### src/rtl/cidsf_params.svh
`ifndef CIDSF_PARAMS_SVH
`define CIDSF_PARAMS_SVH

////////////////////////////////////////////////////////////////////////////////
// register indices; byte address is four times the index
`define CIDSF_IDX_LIVE_STATUS 10'h0b1
`define CIDSF_IDX_EVENT_FLAGS 10'h0b2
`define CIDSF_IDX_INT_STATUS  10'h0c0
`define CIDSF_IDX_INT_MASK    10'h0c1

////////////////////////////////////////////////////////////////////////////////
// live status bit positions
`define CIDSF_LS_FSK_BIT_CLOCK   6
`define CIDSF_LS_FSK_BIT_VALUE   5
`define CIDSF_LS_FSK_CARRIER     4
`define CIDSF_LS_TONE_DIGIT_RDY  3
`define CIDSF_LS_FSK_BYTE_RDY    2
`define CIDSF_LS_ALERT_TONE_QUAL 1
`define CIDSF_LS_RING_OR_REV     0
`define CIDSF_NUM_LIVE           7

////////////////////////////////////////////////////////////////////////////////
// event flag bit positions, shared by interrupt status and mask
`define CIDSF_FG_FSK_LATCH_EDGE 4
`define CIDSF_FG_TONE_DIGIT     3
`define CIDSF_FG_FSK_BYTE       2
`define CIDSF_FG_ALERT_TONE     1
`define CIDSF_FG_RING           0
`define CIDSF_NUM_FLAGS         5

////////////////////////////////////////////////////////////////////////////////
// reset values
`define CIDSF_RST_LIVE     7'h00
`define CIDSF_RST_FLAGS    5'h00
`define CIDSF_RST_INT_STAT 5'h00
`define CIDSF_RST_INT_MASK 5'h00

`endif

### src/rtl/cidsf_pkg.sv
package cidsf_pkg;

   // state of the register bank top
   typedef struct packed {
      logic       ack;      // wishbone acknowledge
      logic [7:0] rdat;     // captured read byte
      logic [4:0] int_mask; // interrupt mask
   } cidsf_top_st_t;

endpackage

### src/rtl/cidsf_flags.sv
// Design decision made here: the Wishbone slave port.
`timescale 1ns/10ps
`default_nettype none
`include "cidsf_params.svh"

module cidsf_flags (
   input  wire logic        clk_i,                  // core clock, 25 MHz
   input  wire logic        rst_i,                  // synchronous reset, high
   // wishbone classic slave
   input  wire logic        cyc_i,                  // bus cycle
   input  wire logic        stb_i,                  // strobe
   input  wire logic        we_i,                   // write enable
   input  wire logic [11:0] adr_i,                  // byte address
   input  wire logic [3:0]  sel_i,                  // byte lane selects
   input  wire logic [31:0] dat_i,                  // write data
   output logic      [31:0] dat_o,                  // read data
   output logic             ack_o,                  // acknowledge
   // demodulator levels
   input  wire logic        fsk_bit_clock_i,        // recovered bit clock
   input  wire logic        fsk_bit_value_i,        // demodulated bit
   input  wire logic        fsk_carrier_present_i,  // carrier detect
   input  wire logic        tone_digit_ready_i,     // tone digit decoded
   input  wire logic        fsk_byte_ready_i,       // fsk character ready
   input  wire logic        alert_tone_qualified_i, // qualified alert tone
   input  wire logic        ring_or_reversal_i,     // ring or reversal
   // event outputs
   output logic             caller_id_event_o,      // any flag set
   output logic             irq_o                   // masked interrupt
);

   ////////////////////////////////////////////////////////////////////////////
   // helpers

   // register index from a byte address, valid only when word aligned
   function automatic logic [9:0] idx_of(input logic [11:0] a);
      idx_of = a[11:2];
   endfunction

   // true when the aligned address hits the given index
   function automatic logic hits(input logic [11:0] a, input logic [9:0] idx);
      hits = (a[1:0] == 2'h0) && (idx_of(a) == idx);
   endfunction

   ////////////////////////////////////////////////////////////////////////////
   // declarations
   cidsf_pkg::cidsf_top_st_t st_r;
   cidsf_pkg::cidsf_top_st_t st_nxt;

   logic [`CIDSF_NUM_LIVE-1:0]  live_raw;
   logic [`CIDSF_NUM_LIVE-1:0]  live_lvl;
   logic [`CIDSF_NUM_LIVE-1:0]  live_rise;
   logic [7:0]                  live_byte;
   logic [`CIDSF_NUM_FLAGS-1:0] flag_set;
   logic [`CIDSF_NUM_FLAGS-1:0] flag_clr;
   logic [`CIDSF_NUM_FLAGS-1:0] flags;
   logic [`CIDSF_NUM_FLAGS-1:0] ist_clr;
   logic [`CIDSF_NUM_FLAGS-1:0] ist;
   logic                        req;
   logic                        wr_commit;
   logic                        lane0;

   ////////////////////////////////////////////////////////////////////////////
   // gather detector levels into status order
   always_comb begin
      live_raw                              = `CIDSF_RST_LIVE;
      live_raw[`CIDSF_LS_FSK_BIT_CLOCK]     = fsk_bit_clock_i;
      live_raw[`CIDSF_LS_FSK_BIT_VALUE]     = fsk_bit_value_i;
      live_raw[`CIDSF_LS_FSK_CARRIER]       = fsk_carrier_present_i;
      live_raw[`CIDSF_LS_TONE_DIGIT_RDY]    = tone_digit_ready_i;
      live_raw[`CIDSF_LS_FSK_BYTE_RDY]      = fsk_byte_ready_i;
      live_raw[`CIDSF_LS_ALERT_TONE_QUAL]   = alert_tone_qualified_i;
      live_raw[`CIDSF_LS_RING_OR_REV]       = ring_or_reversal_i;
   end

   // synchronise all levels and find their rising edges
   cidsf_sync #(
      .W      (`CIDSF_NUM_LIVE)
   ) u_sync (
      .clk_i  (clk_i),
      .rst_i  (rst_i),
      .d_i    (live_raw),
      .lvl_o  (live_lvl),
      .rise_o (live_rise)
   );

   // live status byte: no latch, top bit reads zero
   assign live_byte = {1'b0, live_lvl};

   ////////////////////////////////////////////////////////////////////////////
   // flag set pulses from status edges
   always_comb begin
      flag_set                           = `CIDSF_RST_FLAGS;
      flag_set[`CIDSF_FG_FSK_LATCH_EDGE] = live_rise[`CIDSF_LS_FSK_BIT_CLOCK];
      flag_set[`CIDSF_FG_TONE_DIGIT]     = live_rise[`CIDSF_LS_TONE_DIGIT_RDY];
      flag_set[`CIDSF_FG_FSK_BYTE]       = live_rise[`CIDSF_LS_FSK_BYTE_RDY];
      flag_set[`CIDSF_FG_ALERT_TONE]     = live_rise[`CIDSF_LS_ALERT_TONE_QUAL];
      flag_set[`CIDSF_FG_RING]           = live_rise[`CIDSF_LS_RING_OR_REV];
   end

   ////////////////////////////////////////////////////////////////////////////
   // bus decode; writes land on the acknowledge edge
   assign req       = cyc_i & stb_i;
   assign wr_commit = req & we_i & st_r.ack;
   assign lane0     = sel_i[0];

   // zero written to a flag bit clears it, one leaves it
   always_comb begin
      flag_clr = '0;
      if (wr_commit && lane0 && hits(adr_i, `CIDSF_IDX_EVENT_FLAGS)) begin
         flag_clr = ~dat_i[`CIDSF_NUM_FLAGS-1:0];
      end
   end

   // one written to an interrupt status bit clears it
   always_comb begin
      ist_clr = '0;
      if (wr_commit && lane0 && hits(adr_i, `CIDSF_IDX_INT_STATUS)) begin
         ist_clr = dat_i[`CIDSF_NUM_FLAGS-1:0];
      end
   end

   ////////////////////////////////////////////////////////////////////////////
   // latched event flags, zero after reset
   cidsf_sticky #(
      .W     (`CIDSF_NUM_FLAGS),
      .RST   (`CIDSF_RST_FLAGS)
   ) u_flags (
      .clk_i (clk_i),
      .rst_i (rst_i),
      .set_i (flag_set),
      .clr_i (flag_clr),
      .q_o   (flags)
   );

   // interrupt status, same layout, set by the same events
   cidsf_sticky #(
      .W     (`CIDSF_NUM_FLAGS),
      .RST   (`CIDSF_RST_INT_STAT)
   ) u_ist (
      .clk_i (clk_i),
      .rst_i (rst_i),
      .set_i (flag_set),
      .clr_i (ist_clr),
      .q_o   (ist)
   );

   ////////////////////////////////////////////////////////////////////////////
   // bus state: acknowledge, read capture, mask register
   always_comb begin
      st_nxt     = st_r;
      st_nxt.ack = req & ~st_r.ack;
      if (req && !st_r.ack) begin
         // read data captured in the request cycle, shown with ack
         st_nxt.rdat = 8'h00;
         if (hits(adr_i, `CIDSF_IDX_LIVE_STATUS)) begin
            st_nxt.rdat = live_byte;
         end else if (hits(adr_i, `CIDSF_IDX_EVENT_FLAGS)) begin
            st_nxt.rdat = {3'h0, flags};
         end else if (hits(adr_i, `CIDSF_IDX_INT_STATUS)) begin
            st_nxt.rdat = {3'h0, ist};
         end else if (hits(adr_i, `CIDSF_IDX_INT_MASK)) begin
            st_nxt.rdat = {3'h0, st_r.int_mask};
         end
      end
      // live status has no write path at all
      if (wr_commit && lane0 && hits(adr_i, `CIDSF_IDX_INT_MASK)) begin
         st_nxt.int_mask = dat_i[`CIDSF_NUM_FLAGS-1:0];
      end
   end

   always_ff @(posedge clk_i) begin
      if (rst_i) begin
         st_r.ack      <= 1'b0;
         st_r.rdat     <= 8'h00;
         st_r.int_mask <= `CIDSF_RST_INT_MASK;
      end else begin
         st_r <= st_nxt;
      end
   end

   ////////////////////////////////////////////////////////////////////////////
   // outputs
   assign ack_o             = st_r.ack;
   assign dat_o             = {24'h000000, st_r.rdat};
   assign caller_id_event_o = |flags;
   assign irq_o             = |(ist & st_r.int_mask);

endmodule

`default_nettype wire

### src/rtl/cidsf_sticky.sv
`timescale 1ns/10ps
`default_nettype none

module cidsf_sticky #(
   parameter int          W   = 5,
   parameter logic [W-1:0] RST = '0
) (
   input  wire logic         clk_i, // core clock
   input  wire logic         rst_i, // synchronous reset
   input  wire logic [W-1:0] set_i, // hardware set pulses
   input  wire logic [W-1:0] clr_i, // software clear requests
   output logic      [W-1:0] q_o    // sticky bits
);

   typedef struct packed {
      logic [W-1:0] bits; // held flags
   } cidsf_sticky_st_t;

   cidsf_sticky_st_t st_r;
   cidsf_sticky_st_t st_nxt;

   ////////////////////////////////////////////////////////////////////////////
   // clear first, then set, so a set in the clear cycle survives
   always_comb begin
      st_nxt      = st_r;
      st_nxt.bits = (st_r.bits & ~clr_i) | set_i;
   end

   always_ff @(posedge clk_i) begin
      if (rst_i) begin
         st_r.bits <= RST;
      end else begin
         st_r <= st_nxt;
      end
   end

   assign q_o = st_r.bits;

endmodule

`default_nettype wire

### src/rtl/cidsf_sync.sv
`timescale 1ns/10ps
`default_nettype none

module cidsf_sync #(
   parameter int W = 7
) (
   input  wire logic         clk_i,  // core clock
   input  wire logic         rst_i,  // synchronous reset
   input  wire logic [W-1:0] d_i,    // raw detector levels
   output logic      [W-1:0] lvl_o,  // synchronised levels
   output logic      [W-1:0] rise_o  // one-cycle rising pulses
);

   typedef struct packed {
      logic [W-1:0] s1;   // first stage, read only by s2
      logic [W-1:0] s2;   // second stage
      logic [W-1:0] prev; // delayed copy for edges
   } cidsf_sync_st_t;

   cidsf_sync_st_t st_r;
   cidsf_sync_st_t st_nxt;

   ////////////////////////////////////////////////////////////////////////////
   // two-stage synchroniser plus edge history
   always_comb begin
      st_nxt      = st_r;
      st_nxt.s1   = d_i;
      st_nxt.s2   = st_r.s1;
      st_nxt.prev = st_r.s2;
   end

   always_ff @(posedge clk_i) begin
      if (rst_i) begin
         st_r <= '0;
      end else begin
         st_r <= st_nxt;
      end
   end

   // edges are seen only after both stages, so each rise counts once
   assign lvl_o  = st_r.s2;
   assign rise_o = st_r.s2 & ~st_r.prev;

endmodule

`default_nettype wire

### config.mk
export PLATFORM = sky130hd
export DESIGN_NAME = cidsf_flags
export DESIGN_NICKNAME = d
export VERILOG_FILES = /design/src/rtl/cidsf_pkg.sv /design/src/rtl/cidsf_flags.sv /design/src/rtl/cidsf_sticky.sv /design/src/rtl/cidsf_sync.sv
export VERILOG_INCLUDE_DIRS = /design/src /design/src/rtl
export SDC_FILE = /design/constraint.sdc
export NUM_CORES = 1
export LEC_CHECK = 0
export BUFFER_PORTS_ARGS = -buffer_cell sky130_fd_sc_hd__buf_2
export CORE_ASPECT_RATIO = 0.8
export CORE_UTILIZATION = 45
export CTS_CLUSTER_SIZE = 30
export DETAILED_ROUTE_END_ITERATION = 10
export HOLD_SLACK_MARGIN = 0.03
export PLACE_DENSITY_LB_ADDON = 0.08
export SLEW_MARGIN = 20
export SYNTH_ARGS = -nofsm -noshare
export SYNTH_HDL_FRONTEND = slang
export SYNTH_SLANG_ARGS = --single-unit
### constraint.sdc
create_clock -name clk_i -period 1.55 [get_ports clk_i]
set_clock_uncertainty 0.1 [all_clocks]
set_input_delay 0.2325 -clock clk_i [delete_from_list [all_inputs] [get_ports clk_i]]
set_output_delay 0.2325 -clock clk_i [all_outputs]
set_load 0.05 [all_outputs]
After elaboration in Yosys (flattened, before gate mapping):

Index checks and enable logic that the tools add are counted.

* reductions and logical operators: 13
* bitwise gates (word level): 15
* mux-type cells: 6
* eq/ne operators: 4

Operator list (number)
* $eq 10x8->1 const B: 4
* $mux 5: 5
* $and 5x5->5: 3
* $not 5->5: 3
* $or 5x5->5: 2
* $reduce_or 5->1: 2
* $logic_and 1x1->1: 9
* $and 7x7->7: 1
* $mux 7: 1
* $not 7->7: 1
* $and 1x1->1: 4
* $logic_not 2->1: 1
* $logic_not 1->1: 1
* $not 1->1: 1

* register bits after elaboration: 45

Longest topological paths before layout:

Gate-level depths: netlist of the first run.

* depth after elaboration: 9
* depth in mapped cells: 5
* gate-level depth less buffers: 4

Modules after synthesis:

From an unflattened synthesis of the first run, not the netlist that was laid out.

* cell total of the unflattened synthesis: 236
* area, all modules: 2185.8 sq um

Modules (own cells, without submodules)
* cidsf_flags: cells each 138, area each 1114.8 sq um, sequential area each 260.2 sq um, times used 1
* cidsf_sync: cells each 58, area each 720.7 sq um, sequential area each 420.4 sq um, times used 1
* cidsf_sticky: cells each 20, area each 175.2 sq um, sequential area each 100.1 sq um, times used 2

Worst setup path before layout of the first run:

OpenSTA, ideal clock, no wires.

* path kind: reg2reg
* start point: register st_r (netlist bit ack_o)
* end point: register st_r[0] in the netlist's numbering
* required time: 1.318 ns
* library setup time: 0.132 ns
* period minus slack after synthesis: 1.657 ns
* stages on the path, launching flop included: 5
* path slack: -0.107 ns
* arrival time: 1.424 ns
* path buffers: 0
* cells stage by stage: dfxtp_1 -> and4_1 -> nand4_1 -> o21ai_0 -> a21oi_1

* word-level cells in the longest chain between the ends: 3

RTL lines
* start: declaration: RTL line cidsf_flags.sv:46 `cidsf_pkg::cidsf_top_st_t st_r;`
* start signal: assignment: RTL line cidsf_flags.sv:177 `st_r <= st_nxt;`
* $and 1x1->1: RTL line cidsf_flags.sv:103 `assign wr_commit = req & we_i & st_r.ack;`
* $logic_and 1x1->1 (2 in series): RTL line cidsf_flags.sv:166 `` if (wr_commit && lane0 && hits(adr_i, `CIDSF_IDX_INT_MASK)) begin ``

No other way between the ends.
A chain may end at the register's enable or synchronous reset.

Worst setup path in the final report of the first run:

* start point: register st_r[3] in the netlist's numbering
* end point: output port irq_o

* word-level cells in the longest chain between the ends: 2

RTL lines
* $and 5x5->5: RTL line cidsf_flags.sv:186 `assign irq_o = |(ist & st_r.int_mask);`
* $reduce_or 5->1: RTL line cidsf_flags.sv:186
* end: declaration: RTL line cidsf_flags.sv:28 `output logic irq_o`

No other way between the ends.

==> results.yml, run 1 <==
power_and_ir_drop:
  internal_power_w: 0.001894
  max-vdd-ir-drop_uv: 603.9
  netSwitchingFraction_pct: 25.08
  power_density_nw_per_um2: 1082
  power.net_switching_w: 0.0006341
  finalPower_w: 0.002528
  leakage_nw: 0.9491
  p_clk_share_pct: 41.9
  power.share.sequential_pct: 44.8
  p_comb_share_pct: 13.3
hold_path:
  holdPathStages: 2
  hold_path.class: "primary input to flip-flop"
worst_setup_path:
  end_kind: "output port"
  startpoint_type: "flip-flop"
  critPathArrivalTime_ns: 1.29
  r2r_slack_ns: 0.19
  cpMaxStageDelayCell: "a222oi_1"
  r2r_end: "st_r[2]$_SDFFE_PP0P_"
  slowest_delay_ns: 0.38
  cp_max_fo: 2
  crit_required_ns: 1.22
  critPathKind: "flip-flop to output port"
  crit_chain: "a222oi_1 > nand2_1 > buf_6"
  critPathLaunch: "st_r[3]$_SDFFE_PP0P_"
  r2r_cells: 5
  endpoint: "irq_o"
  timing.rr.start: "ack_o$_SDFF_PP0_"
cts:
  clk_path_buf_depth: 2
  cts_buffers: 5
  insertion_delay_ns: 0.30
  cts_sinks: 42
  clk_pin_slew_ns: 0.08
  root_buffer: "clkbuf_8"
  cts_tree: "built"
  cts.htree.levels: 2
  hold_buffers: 0
run_status:
  failed_checks: "negative setup slack"
  status: "finished, violations left"
final_layout:
  fin_area_um2: 2336
  regArea_um2: 844.6
  insertedDiodeCount: 0
  drive_gt1_share_pct: 25.56
  nNetsFinal: 325
  area_growth_pct: 18.46
  fillers: 418
  multi_input_area_um2: 945.9
  stdcell_count: 323
drt:
  postRouteAntennaNets: 0
  drt_iter0_markers: 124
  wl_mm: 4.051
  vias: 1624
  drc_errors: 0
  viasPerCell: 5.028
  firstDrtPassIters: 4
  wl_per_cell_um: 12.54
sta:
  relSlewSlack_pct: 63.98
  report.final.setup_viol: 1
  final.setup.worst_slack_ns: -0.06880
  final-hold-violation-count: 0
  tns_ns: -0.06880
  tightest_slew_ns: 0.5404
  layout_min_cycle_time_ns: 1.619
  max_freq_mhz: 617.7
  period_share_pct: 104.4
  slew_violations: 0
  rsz0062_at_grt: "yes"
placement:
  place_area_um2: 2177
  gp_congestion: 0.7936
  dp.cells: 314
  dp_slack_ns: -0.09149
  hpwlAfterDp_mm: 2.971
  portBuffers: 39
logic_synthesis:
  ys_ff_latch: 42
  yosysUniqueCellTypes: 32
  syn_area_per_cell_um2: 8.963
  synthCells: 220
  synth_area_um2: 1972
  yosys_warnings: 0
  seq_area_frac_synth_pct: 42.64
global_routing:
  top_usage_layer: "met2"
  antenna_found_initial: 0
  grt_pass1_wl_mm: 6.617
  use_met1_pct: 24.80
  use_met3_pct: 4.296
  grt_pass1_vias: 1401
  grt_max_degree: 27
  grt_usage_pct: 18.71
  gr-usage-met2_pct: 29.35
  grt.overflow.total: 0
floorplan:
  die_w_um: 76.01
  core_area_um2: 4204
  start_util_pct: 46.90
  dieArea_um2: 4652
  rows: 21
  ios: 95
  die_h_um: 61.21
job:
  maxCapViolCount: 0
[area by class of cell]
class	instances	share of cell area, %
inverters	2	0.3214
repair buffers	52	13.87
multi-input cells	162	40.49
well taps	57	3.053
flip-flops and latches	42	36.15
clock buffers	6	3.535
clock inverters	2	2.571
[sequential cells by signal (all words and copies together) (netlist names)]
| register | count |
|---|---|
| dat_o | 7 |
| u_sync.lvl_o | 7 |
| u_sync.st_nxt | 7 |
| st_r | 5 |
| u_flags.q_o | 5 |
| u_ist.q_o | 5 |
| u_sync.st_r | 5 |
| ack_o | 1 |
[through the flow]
step                utilization (%)  hold slack [ns]
finish                        55.57          0.03714
global route                  55.57          0.05690
CTS                           55.54          0.03400
detailed placement            51.79           0.3234
global placement              51.79           0.3155
floorplan                         -           0.2607
[routing by layer]
metal	vias up	share of wire (%)
li1	814	-
met1	725	49
met2	76	42
met3	9	7.5
met4	0	2.0
met5	-	0
[critical path: cells and delay by family, from the launching register on]
family | cells | cell delay, ns
AOI/OAI and AO/OA | 1 | 0.38
buffers and inverters | 1 | 0.17
and+or+nand+nor | 1 | 0.12
DFF | 1 | 0.33
[Yosys cell counts]
| cell type | instances | share of area [%] |
|---|---|---|
| dfxtp_1 | 42 | 43 |
| buf_4 | 33 | 13 |
| nor2b_1 | 20 | 6.3 |
| a21oi_1 | 19 | 4.8 |
| nand3_1 | 19 | 4.8 |
| o21ai_0 | 11 | 2.8 |
| nand2_1 | 9 | 1.7 |
| nor2_1 | 6 | 1.1 |
| nor3_1 | 6 | 1.5 |
| a211oi_1 | 5 | 1.9 |
| a21o_1 | 5 | 1.9 |
| nand2b_1 | 5 | 1.6 |
| o31ai_1 | 5 | 1.9 |
| a2bb2oi_1 | 4 | 1.8 |
| clkbuf_1 | 4 | 0.76 |
| o21bai_1 | 4 | 1.5 |
| and3b_1 | 3 | 1.3 |
| and4_1 | 2 | 0.89 |
| inv_1 | 2 | 0.38 |
| nand3b_1 | 2 | 0.76 |
| nand4_1 | 2 | 0.63 |
| o31a_1 | 2 | 0.89 |
| a222oi_1 | 1 | 0.51 |
| a22oi_1 | 1 | 0.38 |
| and2_1 | 1 | 0.32 |
| buf_2 | 1 | 0.25 |
| conb_1 | 1 | 0.19 |
| mux2_2 | 1 | 0.57 |
| nand3_2 | 1 | 0.51 |
| nor3_2 | 1 | 0.51 |
| nor3b_4 | 1 | 0.95 |
| nor4b_4 | 1 | 1.2 |
[power groups by stage]
stage                     combinational [W]  clock (W)  sequential (W)
after CTS                          0.000337    0.00108         0.00113
after global routing               0.000361    0.00112         0.00114
final                              0.000337    0.00106         0.00113
after global placement             0.000335          0         0.00116
after detailed placement           0.000336          0         0.00116
after floorplan                    0.000287          0         0.00115
[cell usage in the layout (no fill, tap or decap), types with 2 or more instances in the layout]
cell type  netlist  routed
nand3_1         19      19
and4_1           2       2
o21bai_1         4       4
o31a_1           2       2
nand4_1          2       2
dfxtp_2          0       3
nand2_1          9       9
nor2_1           6       6
o31ai_1          5       5
nor2b_1         20      20
a21o_1           5       5
clkbuf_8         0       6
dfxtp_1         42      39
buf_12           0       2
and3b_1          3       3
nand3b_1         2       2
a21oi_1         19      19
nand2b_1         5       5
buf_4           33      11
bufinv_16        0       2
inv_1            2       2
a2bb2oi_1        4       4
a211oi_1         5       5
nor3_1           6       6
conb_1           1      25
buf_2            1      38
o21ai_0         11      11
[cell families (layout without fill, tap and decap cells)]
family                 after synthesis  after routing  share of synthesized area, %
and+or+nand+nor                     79             79                         24.24
AOI/OAI and AO/OA                   57             57                         18.40
DFF                                 42             42                         42.64
buffers and inverters               40             62                         13.96
other                                1             25                        0.1902
muxes                                1              1                        0.5710
[what timing repair did]
item	CTS	global route
setup endpoints to repair	1	1
cloned	0	0
pin swaps	2	0
setup buffers	1	0
hold endpoints to repair	0	0
gates resized for setup	3	1
[worst min-delay path by stage]
stage,end,startpoint
floorplan,u_sync.st_nxt[10]$_SDFF_PP0_,tone_digit_ready_i
global placement,u_sync.lvl_o[4]$_SDFF_PP0_,u_sync.st_nxt[11]$_SDFF_PP0_
detailed placement,u_sync.lvl_o[0]$_SDFF_PP0_,u_sync.st_nxt[7]$_SDFF_PP0_
CTS,u_sync.st_nxt[11]$_SDFF_PP0_,fsk_carrier_present_i
global route,u_sync.st_nxt[10]$_SDFF_PP0_,tone_digit_ready_i
finish,u_sync.st_nxt[11]$_SDFF_PP0_,fsk_carrier_present_i
(Power assumes the default switching activity.)
==> run 2, diff against run 1 <==
==> constraint.sdc (replaced) <==
create_clock -name clk_i -period 1.55 [get_ports clk_i]
set_clock_uncertainty 0.1 [all_clocks]
set_input_delay 0.155 -clock clk_i [delete_from_list [all_inputs] [get_ports clk_i]]
set_output_delay 0.155 -clock clk_i [all_outputs]
set_load 0.05 [all_outputs]
==> results.yml, run 2 (same netlist as run 1, synthesis figures left out) <==
run_status:
  status: "finished clean"
power_and_ir_drop:
  power.net_switching_w: 0.0006238
  leakage_nw: 0.9677
  p_comb_share_pct: 13.7
  internal_power_w: 0.001903
  p_clk_share_pct: 41.5
  finalPower_w: 0.002527
  power.share.sequential_pct: 44.8
  max-vdd-ir-drop_uv: 580.3
  netSwitchingFraction_pct: 24.69
  power_density_nw_per_um2: 1057
final_layout:
  drive_gt1_share_pct: 23.99
  stdcell_count: 328
  nNetsFinal: 330
  area_growth_pct: 21.19
  layout_commonest_cell: "dfxtp_1"
  layout_common_cells: "40 x dfxtp_1, 38 x buf_2, 25 x conb_1, 20 x nor2b_1"
  insertedDiodeCount: 0
worst_setup_path:
  crit_required_ns: 1.29
  cp_max_fo: 3
  path_buf_inv: 1
  crit_chain: "a222oi_1 > nand2_1 > buf_6"
  cpMaxStageDelayCell: "a222oi_1"
  end_kind: "output port"
  critPathArrivalTime_ns: 1.27
  critPathKind: "flip-flop to output port"
  startpoint_type: "flip-flop"
  cp_top_family: "compound AO/OA/AOI/OAI gates"
  slowest_delay_ns: 0.37
drt:
  firstDrtPassIters: 5
  drc_errors: 0
  postRouteAntennaNets: 0
  viasPerCell: 4.933
  wl_per_cell_um: 12.40
  wl_mm: 4.067
  vias: 1618
  drt_iter0_markers: 116
placement:
  dp.cells: 313
  hpwlAfterDp_mm: 3.007
  gp_congestion: 0.8019
  portBuffers: 39
  dp_slack_ns: 0.01377
global_routing:
  grt.overflow.total: 0
  grt_pass1_vias: 1424
  antenna_found_initial: 0
  grt_pass1_wl_mm: 6.644
  grt_max_degree: 26
  grt_usage_pct: 18.57
cts:
  cts_tree: "built"
  cts_buffers: 5
  clk_path_buf_depth: 2
  clk_pin_slew_ns: 0.08
  cts_sinks: 42
  insertion_delay_ns: 0.29
  root_buffer: "clkbuf_8"
  cts.htree.levels: 2
floorplan:
  rows: 21
  dieArea_um2: 4652
  ios: 95
  start_util_pct: 46.90
  core_area_um2: 4204
  die_w_um: 76.01
  die_h_um: 61.21
sta:
  whs_ns: 0.04080
  slew_violations: 0
  report.final.setup_viol: 0
  rsz0062_at_grt: "yes"
  final.setup.worst_slack_ns: 0.02653
  max_freq_mhz: 656.4
  tns_ns: 0
  final-hold-violation-count: 0
  layout_min_cycle_time_ns: 1.523
  period_share_pct: 98.29
job:
  maxCapViolCount: 0
hold_path:
  hold_path.class: "primary input to flip-flop"
-- run 2: changes by cell type in the layout (fill, tap and decap cells not counted) --
cell           change
dfxtp_2            -1
buf_4              -2
dlygate4sd3_1      +7
dfxtp_1            +1
-- run 2: routing by layer --
| layer | GRT usage, % | routed length, um | up-vias |
|---|---|---|---|
| li1 | - | - | 822 |
| met1 | 24.25 | 2003 | 730 |
| met2 | 30.13 | 1768 | 62 |
| met3 | 4.741 | 252 | 4 |
| met4 | 7.692 | 42 | 0 |
| met5 | 0 | 0 | - |
-- run 2: final timing paths --
check                          startpoint  cells past startpoint                    endpoint  slack, ns
max                  st_r[3]$_SDFFE_PP0P_                      3                       irq_o       0.03
max reg2reg              ack_o$_SDFF_PP0_                      4       dat_o[2]$_SDFFE_PP0P_       0.21
min                              dat_i[3]                      3        st_r[3]$_SDFFE_PP0P_       0.04
min reg2reg  u_sync.st_nxt[11]$_SDFF_PP0_                      1  u_sync.lvl_o[4]$_SDFF_PP0_       0.34
-- run 2: repair_timing --
action,CTS,global route
hold buffers,7,0
buffers inserted,0,0
hold endpoints to repair,7,0
setup endpoints to repair,0,1
gates resized for setup,0,4
-- run 2: worst min-delay path: stages --
cell	delay, ns
buf_2	0.12
nand3_1	0.06
a21oi_1	0.05
-- run 2: area by class of cell --
type / instances / area (um^2)
fill: 396 / 1814
multi-input combinational: 162 / 945.9
sequential: 42 / 843.3
timing repair buffer: 57 / 379.1
clock buffer: 6 / 82.58
tap: 57 / 71.32
clock inverter: 2 / 60.06
inverter: 2 / 7.507
-- run 2: power by group through the flow --
stage	registers, W	logic [W]	clock network (W)
6_report	0.00113	0.000346	0.00105
5_1_grt	0.00114	0.000370	0.00112
3_3_place_gp	0.00116	0.000331	0
4_1_cts	0.00113	0.000346	0.00107
2_1_floorplan	0.00115	0.000287	0
3_5_place_dp	0.00116	0.000332	0
-- run 2: through the flow --
step | area (um^2) | util [%]
floorplan | 2063 | -
global placement | 2170 | 51.61
detailed placement | 2170 | 51.61
CTS | 2382 | 56.67
global route | 2390 | 56.85
finish | 2390 | 56.85
